===== src/hdl/scd_defines.svh =====
/*
 * Constants for the sample clock delay and input trim register block:
 * register addresses, field positions, reset values and serial frame sizes.
 * Assumes it is included by bare name from design files that need it.
 */
`ifndef SCD_DEFINES_SVH
`define SCD_DEFINES_SVH

// ----------------------------------------------------------------------
// Register addresses on the serial configuration port
// ----------------------------------------------------------------------
`define SCD_ADDR_W 15
`define SCD_ADDR_TRIM_A 15'h0014
`define SCD_ADDR_TRIM_B 15'h0015
`define SCD_ADDR_DELAY_CTRL 15'h0019

// ----------------------------------------------------------------------
// Reset values
// ----------------------------------------------------------------------
`define SCD_RST_TRIM_A 8'h00
`define SCD_RST_TRIM_B 8'h00
`define SCD_RST_DELAY_CTRL 8'h00

// ----------------------------------------------------------------------
// Field positions
// ----------------------------------------------------------------------
`define SCD_AMP_HI 6
`define SCD_AMP_LO 4
`define SCD_PHASE_HI 3
`define SCD_PHASE_LO 0
`define SCD_DLY_EN_BIT 4
`define SCD_DLY_CODE_HI 3
`define SCD_DLY_CODE_LO 0

// ----------------------------------------------------------------------
// Divide ratio encodings
// ----------------------------------------------------------------------
`define SCD_DIV_1 2'h0
`define SCD_DIV_2 2'h1
`define SCD_DIV_4 2'h2
`define SCD_DIV_8 2'h3

// ----------------------------------------------------------------------
// Serial frame: read flag, 15 address bits, 8 data bits
// ----------------------------------------------------------------------
`define SCD_FRAME_BITS 5'h18
`define SCD_HDR_LAST 5'h0F
`define SCD_DATA_FIRST 5'h10
`define SCD_SHIFT_FIRST 5'h11
`define SCD_DATA_LAST 5'h17

`endif


===== src/hdl/scd_pkg.sv =====
/*
 * Types shared by the sample clock delay and trim register block.
 * Assumes nothing of its surroundings.
 */
package scd_pkg;

	// One register write taken from the serial port
	typedef struct packed {
		logic wr;
		logic [14:0] addr;
		logic [7:0] data;
	} scd_write_type;

	// Decoded amplitude trim: steps of 10 ohm
	typedef struct packed {
		logic pos_lowered;
		logic [1:0] steps;
	} scd_amp_type;

	// Decoded phase trim: steps of 0.24 pF
	typedef struct packed {
		logic on_negative;
		logic [2:0] steps;
	} scd_phase_type;

	// Both trims of one channel
	typedef struct packed {
		scd_amp_type amp;
		scd_phase_type phase;
	} scd_trim_type;

	// Coarse delay applied to both sampling clocks
	typedef struct packed {
		logic applied;
		logic [3:0] half_periods;
	} scd_delay_type;

endpackage


===== src/hdl/scd_clock_delay_trim.sv =====
/*
 * Input imbalance trim registers for both channels and the coarse
 * sampling clock delay control, reached over the serial configuration port.
 * Assumes the divide ratio comes from the divider's own register and that
 * everything runs on the input sampling clock mclk.
 */
`timescale 1ns/1ps
`include "scd_defines.svh"

module scd_clock_delay_trim (
	input wire logic mclk,
	input wire logic rst,
	input wire logic spi_cs_n,
	input wire logic spi_sclk,
	input wire logic spi_sdi,
	output logic spi_sdo,
	output logic spi_sdo_en,
	input wire logic [1:0] sample_clock_divide_ratio,
	output logic [2:0] amplitude_trim_a,
	output logic [3:0] phase_trim_a,
	output logic [2:0] amplitude_trim_b,
	output logic [3:0] phase_trim_b,
	output scd_pkg::scd_trim_type trim_a,
	output scd_pkg::scd_trim_type trim_b,
	output logic coarse_delay_enable,
	output logic [3:0] coarse_delay_code,
	output scd_pkg::scd_delay_type delay_a,
	output scd_pkg::scd_delay_type delay_b,
	output logic burst_restart
);

	// ------------------------------------------------------------------
	// Decode functions
	// ------------------------------------------------------------------

	// Amplitude code to skew; reserved code 4 gives none
	function automatic scd_pkg::scd_amp_type amp_decode(input logic [2:0] code);
		scd_pkg::scd_amp_type r;
		r = '0;
		if (code >= 3'h1 && code <= 3'h3) begin
			// Lower on positive input, raise on negative
			r.pos_lowered = 1'b1;
			r.steps = code[1:0];
		end else if (code >= 3'h5) begin
			// Raise on positive input, lower on negative; 5, 6, 7 give 1, 2, 3 steps
			r.steps = code[1:0];
		end else begin
			// Code 0 adds none; reserved code 4 is treated the same
			r = '0;
		end
		return r;
	endfunction

	// Phase code to capacitor side and step count
	function automatic scd_pkg::scd_phase_type phase_decode(input logic [3:0] code);
		scd_pkg::scd_phase_type r;
		r = '0;
		if (code[3]) begin
			// Codes 8 to 15 load the negative input
			r.on_negative = 1'b1;
			// Top code saturates at seven steps, 1.68 pF, instead of wrapping to none
			if (code[2:0] == 3'h7) begin
				r.steps = 3'h7;
			end else begin
				r.steps = code[2:0] + 3'h1;
			end
		end else begin
			// Codes 1 to 7 load the positive input; 0 adds nothing
			r.steps = code[2:0];
		end
		return r;
	endfunction

	// Delay code to half periods; reserved codes give zero and not applied
	function automatic scd_pkg::scd_delay_type delay_decode(input logic [1:0] div,
			input logic en, input logic [3:0] code);
		scd_pkg::scd_delay_type r;
		logic [3:0] lim; // Last code that counts up from 1.0 period
		r = '0;
		lim = 4'h0; // Overwritten for every ratio below
		unique case (div)
			`SCD_DIV_8: lim = 4'hD;
			`SCD_DIV_4: lim = 4'h5;
			`SCD_DIV_2: lim = 4'h1;
			`SCD_DIV_1: lim = 4'h0;
		endcase
		if (!en || div == `SCD_DIV_1) begin
			// Disabled, or divide by one where every code is reserved
			r = '0;
		end else if (code <= lim) begin
			// Code zero is already one whole period
			r.applied = 1'b1;
			r.half_periods = code + 4'h2;
		end else if (code == lim + 4'h1) begin
			r.applied = 1'b1;
			r.half_periods = 4'h0;
		end else if (code == lim + 4'h2 && div != `SCD_DIV_8) begin
			r.applied = 1'b1;
			r.half_periods = 4'h1;
		end
		return r;
	endfunction

	// ------------------------------------------------------------------
	// Serial port
	// ------------------------------------------------------------------
	scd_pkg::scd_write_type write_req; // Write strobe with address and data
	logic [14:0] rd_addr; // Address of the current frame
	logic [7:0] rd_data; // Read data for that address

	// Shares mclk; the serial clock is only sampled, never used as a clock
	scd_serial_port port (
		.mclk(mclk),
		.rst(rst),
		.spi_cs_n(spi_cs_n),
		.spi_sclk(spi_sclk),
		.spi_sdi(spi_sdi),
		.rd_data(rd_data),
		.rd_addr(rd_addr),
		.spi_sdo(spi_sdo),
		.spi_sdo_en(spi_sdo_en),
		.write_req(write_req)
	);

	// ------------------------------------------------------------------
	// Register file
	// ------------------------------------------------------------------
	logic [7:0] input_imbalance_trim_a; // Channel A trims
	logic [7:0] input_imbalance_trim_b; // Channel B trims
	logic [7:0] coarse_clock_delay_ctrl; // Shared delay control

	// Write decode
	wire hit_a = write_req.wr && write_req.addr == `SCD_ADDR_TRIM_A;
	wire hit_b = write_req.wr && write_req.addr == `SCD_ADDR_TRIM_B;
	wire hit_dly = write_req.wr && write_req.addr == `SCD_ADDR_DELAY_CTRL;

	// Reserved bits are stored as written; host keeps them zero
	always_ff @(posedge mclk or posedge rst) begin
		if (rst) begin
			input_imbalance_trim_a <= `SCD_RST_TRIM_A;
			input_imbalance_trim_b <= `SCD_RST_TRIM_B;
			coarse_clock_delay_ctrl <= `SCD_RST_DELAY_CTRL;
		end else begin
			if (hit_a) begin
				input_imbalance_trim_a <= write_req.data;
			end
			if (hit_b) begin
				input_imbalance_trim_b <= write_req.data;
			end
			if (hit_dly) begin
				// Host must not do this during calibration
				coarse_clock_delay_ctrl <= write_req.data;
			end
		end
	end

	// Restart the burst engine on every delay control write, same value or not
	always_ff @(posedge mclk or posedge rst) begin
		if (rst) begin
			burst_restart <= 1'b0;
		end else begin
			burst_restart <= hit_dly;
		end
	end

	// Read mux; unmapped addresses read zero
	// Reserved bits read back as stored, so a host can check its own writes
	assign rd_data = (rd_addr == `SCD_ADDR_TRIM_A) ? input_imbalance_trim_a :
		(rd_addr == `SCD_ADDR_TRIM_B) ? input_imbalance_trim_b :
		(rd_addr == `SCD_ADDR_DELAY_CTRL) ? coarse_clock_delay_ctrl : 8'h00;

	// ------------------------------------------------------------------
	// Field outputs
	// ------------------------------------------------------------------
	assign amplitude_trim_a = input_imbalance_trim_a[`SCD_AMP_HI:`SCD_AMP_LO];
	assign phase_trim_a = input_imbalance_trim_a[`SCD_PHASE_HI:`SCD_PHASE_LO];
	assign amplitude_trim_b = input_imbalance_trim_b[`SCD_AMP_HI:`SCD_AMP_LO];
	assign phase_trim_b = input_imbalance_trim_b[`SCD_PHASE_HI:`SCD_PHASE_LO];
	assign coarse_delay_enable = coarse_clock_delay_ctrl[`SCD_DLY_EN_BIT];
	assign coarse_delay_code = coarse_clock_delay_ctrl[`SCD_DLY_CODE_HI:`SCD_DLY_CODE_LO];

	// ------------------------------------------------------------------
	// Decoded controls for the analog networks and clock phase
	// ------------------------------------------------------------------
	scd_pkg::scd_delay_type next_delay; // Delay for the active ratio

	// Ratio changes re-evaluate the code at once
	assign next_delay = delay_decode(sample_clock_divide_ratio,
		coarse_delay_enable, coarse_delay_code);

	// Decoded values registered so the analog side sees clean levels
	// Trade-off: one cycle of latency buys glitch-free control levels
	always_ff @(posedge mclk or posedge rst) begin
		if (rst) begin
			trim_a <= '0;
			trim_b <= '0;
			delay_a <= '0;
			delay_b <= '0;
		end else begin
			trim_a.amp <= amp_decode(amplitude_trim_a);
			trim_a.phase <= phase_decode(phase_trim_a);
			trim_b.amp <= amp_decode(amplitude_trim_b);
			trim_b.phase <= phase_decode(phase_trim_b);
			// Same delay on both channels' clocks
			delay_a <= next_delay;
			delay_b <= next_delay;
		end
	end

endmodule


===== src/hdl/scd_serial_port.sv =====
/*
 * Serial configuration port slave: 24-bit frames, read flag first,
 * then address and data, most significant bit first.
 * Assumes chip select, serial clock and data are synchronous to mclk and
 * the serial clock is much slower than mclk.
 */
`timescale 1ns/1ps
`include "scd_defines.svh"

module scd_serial_port (
	input wire logic mclk,
	input wire logic rst,
	input wire logic spi_cs_n,
	input wire logic spi_sclk,
	input wire logic spi_sdi,
	input wire logic [7:0] rd_data,
	output logic [14:0] rd_addr,
	output logic spi_sdo,
	output logic spi_sdo_en,
	output scd_pkg::scd_write_type write_req
);

	// ------------------------------------------------------------------
	// Edge detection on the serial clock
	// ------------------------------------------------------------------
	logic sclk_q; // Previous serial clock level
	logic [4:0] bit_cnt; // Bits taken in this frame
	logic [22:0] shift_in; // Incoming bits
	logic rd_flag; // Frame is a read
	logic load_rd; // Read data is loaded next cycle
	logic [7:0] shift_out; // Outgoing read data
	wire rise = spi_sclk & ~sclk_q & ~spi_cs_n;
	wire fall = ~spi_sclk & sclk_q & ~spi_cs_n;
	wire in_frame = bit_cnt < `SCD_FRAME_BITS;

	assign spi_sdo = shift_out[7];
	// Drive only during the data phase of a read
	assign spi_sdo_en = ~spi_cs_n & rd_flag & (bit_cnt >= `SCD_DATA_FIRST);

	// Serial clock history
	always_ff @(posedge mclk or posedge rst) begin
		if (rst) begin
			sclk_q <= 1'b0;
		end else begin
			sclk_q <= spi_sclk;
		end
	end

	// ------------------------------------------------------------------
	// Frame shifter
	// ------------------------------------------------------------------
	// Extra clocks past 24 bits are ignored until chip select rises
	always_ff @(posedge mclk or posedge rst) begin
		if (rst) begin
			bit_cnt <= 5'h00;
			shift_in <= 23'h000000;
			rd_flag <= 1'b0;
			rd_addr <= 15'h0000;
			load_rd <= 1'b0;
			shift_out <= 8'h00;
			write_req <= '0;
		end else begin
			load_rd <= 1'b0;
			write_req.wr <= 1'b0;
			if (spi_cs_n) begin
				// Frame aborted or ended
				bit_cnt <= 5'h00;
				rd_flag <= 1'b0;
			end else if (rise && in_frame) begin
				shift_in <= {shift_in[21:0], spi_sdi};
				bit_cnt <= bit_cnt + 5'h01;
				if (bit_cnt == `SCD_HDR_LAST) begin
					// Header complete: flag and address known
					rd_flag <= shift_in[14];
					rd_addr <= {shift_in[13:0], spi_sdi};
					load_rd <= shift_in[14];
				end
				if (bit_cnt == `SCD_DATA_LAST && !rd_flag) begin
					write_req.wr <= 1'b1;
					write_req.addr <= rd_addr;
					write_req.data <= {shift_in[6:0], spi_sdi};
				end
			end else if (load_rd) begin
				// Address already registered, read data now valid
				shift_out <= rd_data;
			end else if (fall && bit_cnt >= `SCD_SHIFT_FIRST && in_frame) begin
				shift_out <= {shift_out[6:0], 1'b0};
			end
		end
	end

endmodule

===== config.mk =====
export PLATFORM = sky130hd
export DESIGN_NAME = scd_clock_delay_trim
export DESIGN_NICKNAME = d
export VERILOG_FILES = /design/src/hdl/scd_pkg.sv /design/src/hdl/scd_clock_delay_trim.sv /design/src/hdl/scd_serial_port.sv
export VERILOG_INCLUDE_DIRS = /design/src /design/src/hdl
export SDC_FILE = /design/constraint.sdc
export NUM_CORES = 1
export LEC_CHECK = 0
export BUFFER_PORTS_ARGS = -buffer_cell sky130_fd_sc_hd__clkbuf_2
export CAP_MARGIN = 40
export CORE_MARGIN = 5
export CORE_UTILIZATION = 30
export DETAILED_ROUTE_END_ITERATION = 6
export PLACE_DENSITY = 0.48
export RECOVER_POWER = 25
export SYNTH_ARGS = -nofsm -noshare
export SYNTH_HDL_FRONTEND = slang
export SYNTH_SLANG_ARGS = --single-unit

===== constraint.sdc =====
create_clock -name mclk -period 4.48 [get_ports mclk]
set_clock_uncertainty 0.2 [all_clocks]
set_input_delay 0.224 -clock mclk [delete_from_list [all_inputs] [get_ports mclk]]
set_output_delay 0.224 -clock mclk [all_outputs]
set_load 0.02 [all_outputs]

==> results of run 1 <==
==> cells by family after synthesis <==
kind of cell / share of synthesized area, %
AOI/OAI and AO/OA: 4.808
xor gates and xnor gates: 0.6836
adders and majority gates: 2.441
buffers and inverters: 6.712
DFF: 55.65
muxes: 18.50
and+or+nand+nor: 11.20
==> placed cells by master (no fill, tap or decap), types with 8 or more instances in the layout <==
cell       count
nor2_1        19
inv_1         18
clkbuf_16     17
a21oi_1       11
nand4b_1       8
nand2_1       17
mux2_4        19
ha_1          10
nand2b_1      11
mux2_2        58
dfrtp_1      114
clkbuf_2      52
==> worst paths after layout <==
check / startpoint / cells past startpoint / slack, ps / end
worst max-delay path: rst / 5 / 1450 / port.write_req[16]
worst min-delay path: sample_clock_divide_ratio[1] / 5 / 80 / delay_b[0]
worst max register to register: port.sclk_q / 4 / 1650 / port.write_req[8]
worst min register to register: input_imbalance_trim_a[4] / 0 / 230 / trim_a[4]
max in group mclk: spi_sclk / 6 / 1570 / port.write_req[8]
min in group asynchronous: rst / 3 / 450 / port.shift_in[1]
==> registers in the layout, summed over array words and instances, names as in the netlist <==
signal,cells
port.load_rd,1
port.shift_in,15
trim_a,7
port.shift_out,8
port.rd_addr,15
input_imbalance_trim_a,8
port.rd_flag,1
trim_b,7
port.bit_cnt,5
delay_b,5
input_imbalance_trim_b,8
port.sclk_q,1
coarse_clock_delay_ctrl,8
burst_restart,1
port.write_req,24
==> per-stage QoR <==
step | util [%] | setup slack (ps)
after detailed placement | 32.49 | 1624
after CTS | 36.68 | 1595
final | 36.53 | 1449
after global routing | 36.53 | 849.6
after floorplan | - | 1040
after global placement | 32.33 | 1689
==> final cells by class <==
type | instances | share of cell area [%]
well taps | 220 | 4.512
clock inverters | 9 | 2.482
clock buffers | 23 | 7.998
flip-flops and latches | 114 | 46.76
multi-input cells | 225 | 31.62
inverters | 19 | 1.189
repair buffers | 60 | 5.435
==> report_power, final <==
group / leakage, nW / switching [mW] / internal [mW]
clock: 0.313 / 0.454 / 0.987
combinational: 1.23 / 0.0650 / 0.0627
sequential: 1.56 / 0.0546 / 1.09
total: 3.10 / 0.574 / 2.14
==> what timing repair did <==
item                                   CTS  global route
endpoints found under the hold margin   53             0
hold buffers                             6             0
setup endpoints to repair                0             0
==> routing by layer <==
layer  vias up  track usage, %  part of all wire, %
li1       1468               -                    -
met1      1512           14.46                   46
met2        76           17.31                   47
met3        17           3.082                  4.8
met4         0           5.048                  1.8
met5         -               0                    0
==> tightest hold or removal path: cells and delay by family <==
family | cells | cell delay, ps
AO/OA/AOI/OAI | 1 | 60
buffers and inverters | 1 | 110
AND/OR/NAND/NOR | 3 | 260
==> run summary, run 1 <==
Status = complete, no violations
Iteration count of the initial detailed-routing pass = 4
Final Hold Vio Count = 0
Slowest stage cell, crit path = clkbuf_2
Die Y = 140.7 um
Worst Tran Pin Value = 1366 ps
Fin Setup TNS = 0 ps
WHS = 79.44 ps
Crit Path Class = input pin to async pin
Fillers = 1640
Largest net degree at the start of global routing = 53
DR vias = 3073
Post-Layout Cell Count = 670
Clock tree from TritonCTS = done
RSZ-0062 raised after global routing = false
Routed Antenna Nets = 0
Fmax = 0.3299 GHz
Total Routing Usage GR = 11.12%
Global-route wire length before repair = 17.46 mm
Design area = 6101 sq um
IO buf count = 52
Setup bufs post-CTS = 0
Worst Path Max Fanout = 52
Synthesized netlist cell count = 399
Core ar. = 16700 sq um
Nets = 454
Most frequent cells after synthesis = 114 x dfrtp_1, 58 x mux2_2, 25 x buf_4
Post-synth top area share = 55.65%
Type of the worst min-delay path = input pin to flip-flop
Final Critical Period = 3031 ps
Worst EP arrival = 3370 ps
Placed Area = 5426 sq um
Most frequent cell after synthesis = dfrtp_1
Leakage power = 3.102 nW
Synth top area cells = dfrtp_1 56%, mux2_2 13%, mux2_4 5.6%, buf_4 3.7%, ha_1 2.4%
Crit start category = input pin
Post-cts sizing count = 0
Buffer and inverter count on the worst path = 5
Post-route DRC = 0
PwrDens = 444.6 nW/um^2
Count of different cell masters after synthesis = 45
CTS sink count = 114
Inserted Diodes = 0
Boundary Pins = 53
Top_reg_cell synth = dfrtp_1
Initial core utilization = 30.69%
Post-synth EDFFs = 0
Standard-cell rows = 47
Worst setup EP type = async pin
Final Max Slew Viols = 0
Slew margin rel. = 8.463%
Routed WL = 10.37 mm
Number of global-route vias before repair = 3249
Iteration-0 DRC count of the detailed router = 173
Post-synthesis cell type with the largest combined area = dfrtp_1
Fraction of registers with async set/reset = 100.0%
GRT overflow = 0
Share of cells above drive strength 1 = 38.00%
Max cap viols = 0
Total CTS buffers = 17
Register area share after synthesis = 55.65%
Power Total = 2.712 mW
RD Place Congestion = 0.7418
Setup Viol. Count Final = 0
Syn Area/Cell = 12.85 sq um
Critical path, cell by cell = dlygate4sd3_1 -> clkbuf_2 -> clkinvlp_2 -> clkbuf_2 -> buf_4
CP dominant cell by count = clkbuf_2
Post-DP HPWL = 7.171 mm
Drt wl/cell = 15.48 um
Max H-tree Level = 4
WP data required = 4820 ps
Number of antenna violations at the first check in global routing = 0
Area of the multi-input gates = 1929 sq um
Syn Nets = 416
Max stage delay on crit path = 1110 ps
Via density = 4.587
Synthesis warning total = 0
Final worst-path cycle share = 67.66%
Die area = 19800 sq um
Netlist Area Pre-Place = 5126 sq um
Area added between synthesis and finish = 19.01%
#FFs+latches synth = 114
Family with the most delay on the worst path = buffers and inverters
Register Area = 2853 sq um
Clk Tree Root Cell = clkbuf_16
Peak VDD IR = 0.0003222 V
Worst skew pair latency = 410 ps
# placed instances = 632
Die width = 140.7 um
Worst-path clk slew = 50 ps
Clk buf depth = 2
Power figures use the tool's default switching activity.
==> run 2: changes to the inputs <==
- ABC_AREA: default -> 1
- clock period: 4.48 -> 2.9 ns (I/O delays scaled with it)
==> run summary, run 2 <==
Final worst-path cycle share = 68.37%
Largest Register = port.write_req
Worst setup endpoint = port.write_req[14]
RSZ-0062 raised after global routing = false
Clk buf depth = 2 (unchanged)
Top_reg_cell synth = dfrtp_1
Iteration count of the initial detailed-routing pass = 4 (unchanged)
Peak VDD IR = 0.0003985 V (+24%)
Core Util, Final = 35.91% (-0.62 points)
Synth Area in XOR/XNOR = 0.3301% (-0.35 points)
WHS = 32.33 ps (-47.10 ps)
Largest family of logic cells by synthesized area = simple AND/OR/NAND/NOR gates
Setup bufs post-CTS = 0 (unchanged)
Top Registers = port.write_req: 24 flops, port.rd_addr: 15 flops, port.shift_in: 15 flops
#FFs+latches synth = 114 (unchanged)
Post-route DRC = 0 (unchanged)
Final worst slack = 917.2 ps (-531.6 ps)
Worst setup startpoint = port.bit_cnt[3]
Boundary Pins = 53 (unchanged)
Largest net degree at the start of global routing = 69 (+30%)
Standard-cell rows = 48 (+2.1%)
Worst setup EP type = flip-flop
Crit Path Class = flip-flop to flip-flop
Number of antenna violations at the first check in global routing = 0 (unchanged)
FF-to-FF Start = port.bit_cnt[3]
Cts hold-fix bufs = 6 (unchanged)
R2r endpoint = port.write_req[14]
Syn Nets = 597 (+44%)
Crit start category = flip-flop
Synth Area in Compound Gates = 12.90% (+8.1 points)
Iteration-0 DRC count of the detailed router = 157 (-9.2%)
Reg2Reg Setup Slack = 920 ps (-730 ps)
Fin Setup TNS = 0 ps (unchanged)
Post-synth top area share = 53.76% (-1.9 points)
Post-synthesis cell type with the largest combined area = dfrtp_1
Leakage power = 3.078 nW (-0.75%)
Nets = 634 (+40%)
Clock tree from TritonCTS = done
Commonest non-fill, non-tap cell in the layout = nand2_1
Register area share after synthesis = 53.76% (-1.9 points)
Inserted Diodes = 0 (unchanged)
Netlist Area Pre-Place = 5306 sq um (+3.5%)
Share of cells above drive strength 1 = 22.54% (-15 points)
Post-synth EDFFs = 0 (unchanged)
Synth Area in Adders = 2.358% (-0.083 points)
Setup Viol. Count Final = 0 (unchanged)
Area of the multi-input gates = 1859 sq um (-3.6%)
Synthesis warning total = 0 (unchanged)
Count of different cell masters after synthesis = 39 (-13%)
Type of the worst min-delay path = input pin to flip-flop
Slew margin rel. = 37.15% (+29 points)
Final Critical Period = 1983 ps
Initial core utilization = 30.68% (about the same)
Worst EP arrival = 2060 ps (-1310 ps)
Core ar. = 17300 sq um (+3.6%)
Status = complete, no violations
Fillers = 1789 (+9.1%)
Most frequent cells in the layout = 119 x nand2_1, 114 x dfrtp_1, 68 x inv_1
Total CTS buffers = 17 (unchanged)
Worst Path Max Fanout = 35 (-33%)
Mux share of post-synthesis cell area = 0% (-19 points)
Final Max Slew Viols = 0 (unchanged)
WP data required = 2980 ps (-1840 ps)
Routed WL = 11.27 mm (+8.6%)
Area added between synthesis and finish = 17.05%
Synth Area in Simple Gates = 19.45% (+8.2 points)
Die area = 20450 sq um (+3.3%)
Synth top area cells = dfrtp_1 54%, nand2_1 8.4%, inv_1 4.9%, o21ai_2 4.5%, o21ai_0 4.0%
Fraction of registers with async set/reset = 100.0% (unchanged)
GRT overflow = 0 (unchanged)
Place WS = 912.5 ps (-711.6 ps)
Max FFs per register = 24 (unchanged)
Syn Area/Cell = 9.149 sq um (-29%)
Routed Antenna Nets = 0 (unchanged)
RD Place Congestion = 0.7455 (+0.50%)
Fmax = 0.5043 GHz
Number of global-route vias before repair = 3805 (+17%)
Register Area = 2853 sq um (unchanged)
Die Y = 143.0 um (+1.6%)
Max H-tree Level = 4 (unchanged)
Clk Tree Root Cell = clkbuf_16
Max cap viols = 0 (unchanged)
PwrDens = 613.5 nW/um^2 (+38%)
Post-DP HPWL = 8.002 mm (+12%)
IO buf count = 52 (unchanged)
Final Hold Vio Count = 0 (unchanged)
Worst-path clk slew = 60 ps (about the same)
Most frequent cells after synthesis = 119 x nand2_1, 114 x dfrtp_1, 69 x inv_1, 45 x nor2_1, 42 x o21ai_0
Worst Tran Pin Value = 942.8 ps (-422.8 ps)
Worst skew pair latency = 410 ps (about the same)
Global-route wire length before repair = 19.06 mm (+9.2%)
Drt wl/cell = 13.18 um (-15%)
DR vias = 3827 (+25%)
Reg2Reg Depth = 8 (+4)
Most frequent cell after synthesis = nand2_1
CTS sink count = 114 (unchanged)
Total Routing Usage GR = 11.82% (+0.69 points)
Die width = 143.0 um (+1.6%)
Via density = 4.476 (-2.4%)
Synthesized netlist cell count = 580 (+45%)
Post-cts sizing count = 0 (unchanged)
-- run 2: changes by cell type after synthesis, sizes merged, moves of 11 or more --
cell    delta
nand2b    -11
nor2      +33
nand3     +30
inv       +57
mux2      -77
nand2    +108
o21ai     +77
-- run 2: per-stage QoR --
step / total power [mW] / cells / instance area, sq um
after floorplan: 1.782 / 580 / 5310
after CTS: 3.858 / 855 / 6231
after detailed placement: 1.833 / 817 / 5598
final: 3.811 / 855 / 6211
after global placement: 1.830 / 817 / 5598
after global routing: 3.979 / 855 / 6211
-- run 2: kinds of logic after synthesis --
kind of cell,Yosys count
simple gates,224
buf+inv,120
flops,114
compound gates,110
fa+ha+maj,10
xor+xnor,2
-- run 2: layout make-up --
cell class	instances	share of cell area, %
Timing Repair Buffer	62	5.761
Clock inverter	10	1.753
Clock buffer	22	7.474
Inverter	76	4.613
Sequential cell	114	45.93
Multi-Input combinational cell	346	29.94
Tap cell	225	4.533
-- run 2: where the power goes --
| group | leakage, nW | switching, mW | internal (mW) | total (mW) |
|---|---|---|---|---|
| Combinational | 1.30 | 0.0946 | 0.0408 | 0.135 |
| Sequential | 1.50 | 0.0299 | 1.64 | 1.67 |
| Clock | 0.280 | 0.705 | 1.30 | 2.01 |
-- run 2: per-layer routing --
layer	global-route usage, %	wire length, um	vias up
li1	-	-	1893
met4	4.952	254	0
met3	3.315	556	22
met2	19.66	5445	71
met1	14.42	5010	1841
met5	0	0	-
-- run 2: how the worst min path moves through the flow --
stage,startpoint,endpoint,slack [ps],cells after the start
global route,sample_clock_divide_ratio[1],delay_b[2],80,5
finish,sample_clock_divide_ratio[1],delay_b[2],30,5
floorplan,spi_sclk,port.sclk_q,-20,0
global placement,rst,delay_b[1],-90,2
CTS,sample_clock_divide_ratio[1],delay_b[2],10,5
detailed placement,rst,delay_b[1],-90,2
-- run 2: critical path: stages (launching register included) --
cell     delay [ps]
dfrtp_1         430
nand2_2         110
nand3_4         110
nor2_8          340
inv_2           110
nor2_4          110
inv_2           210
nand2_1         150
o21ai_2          60
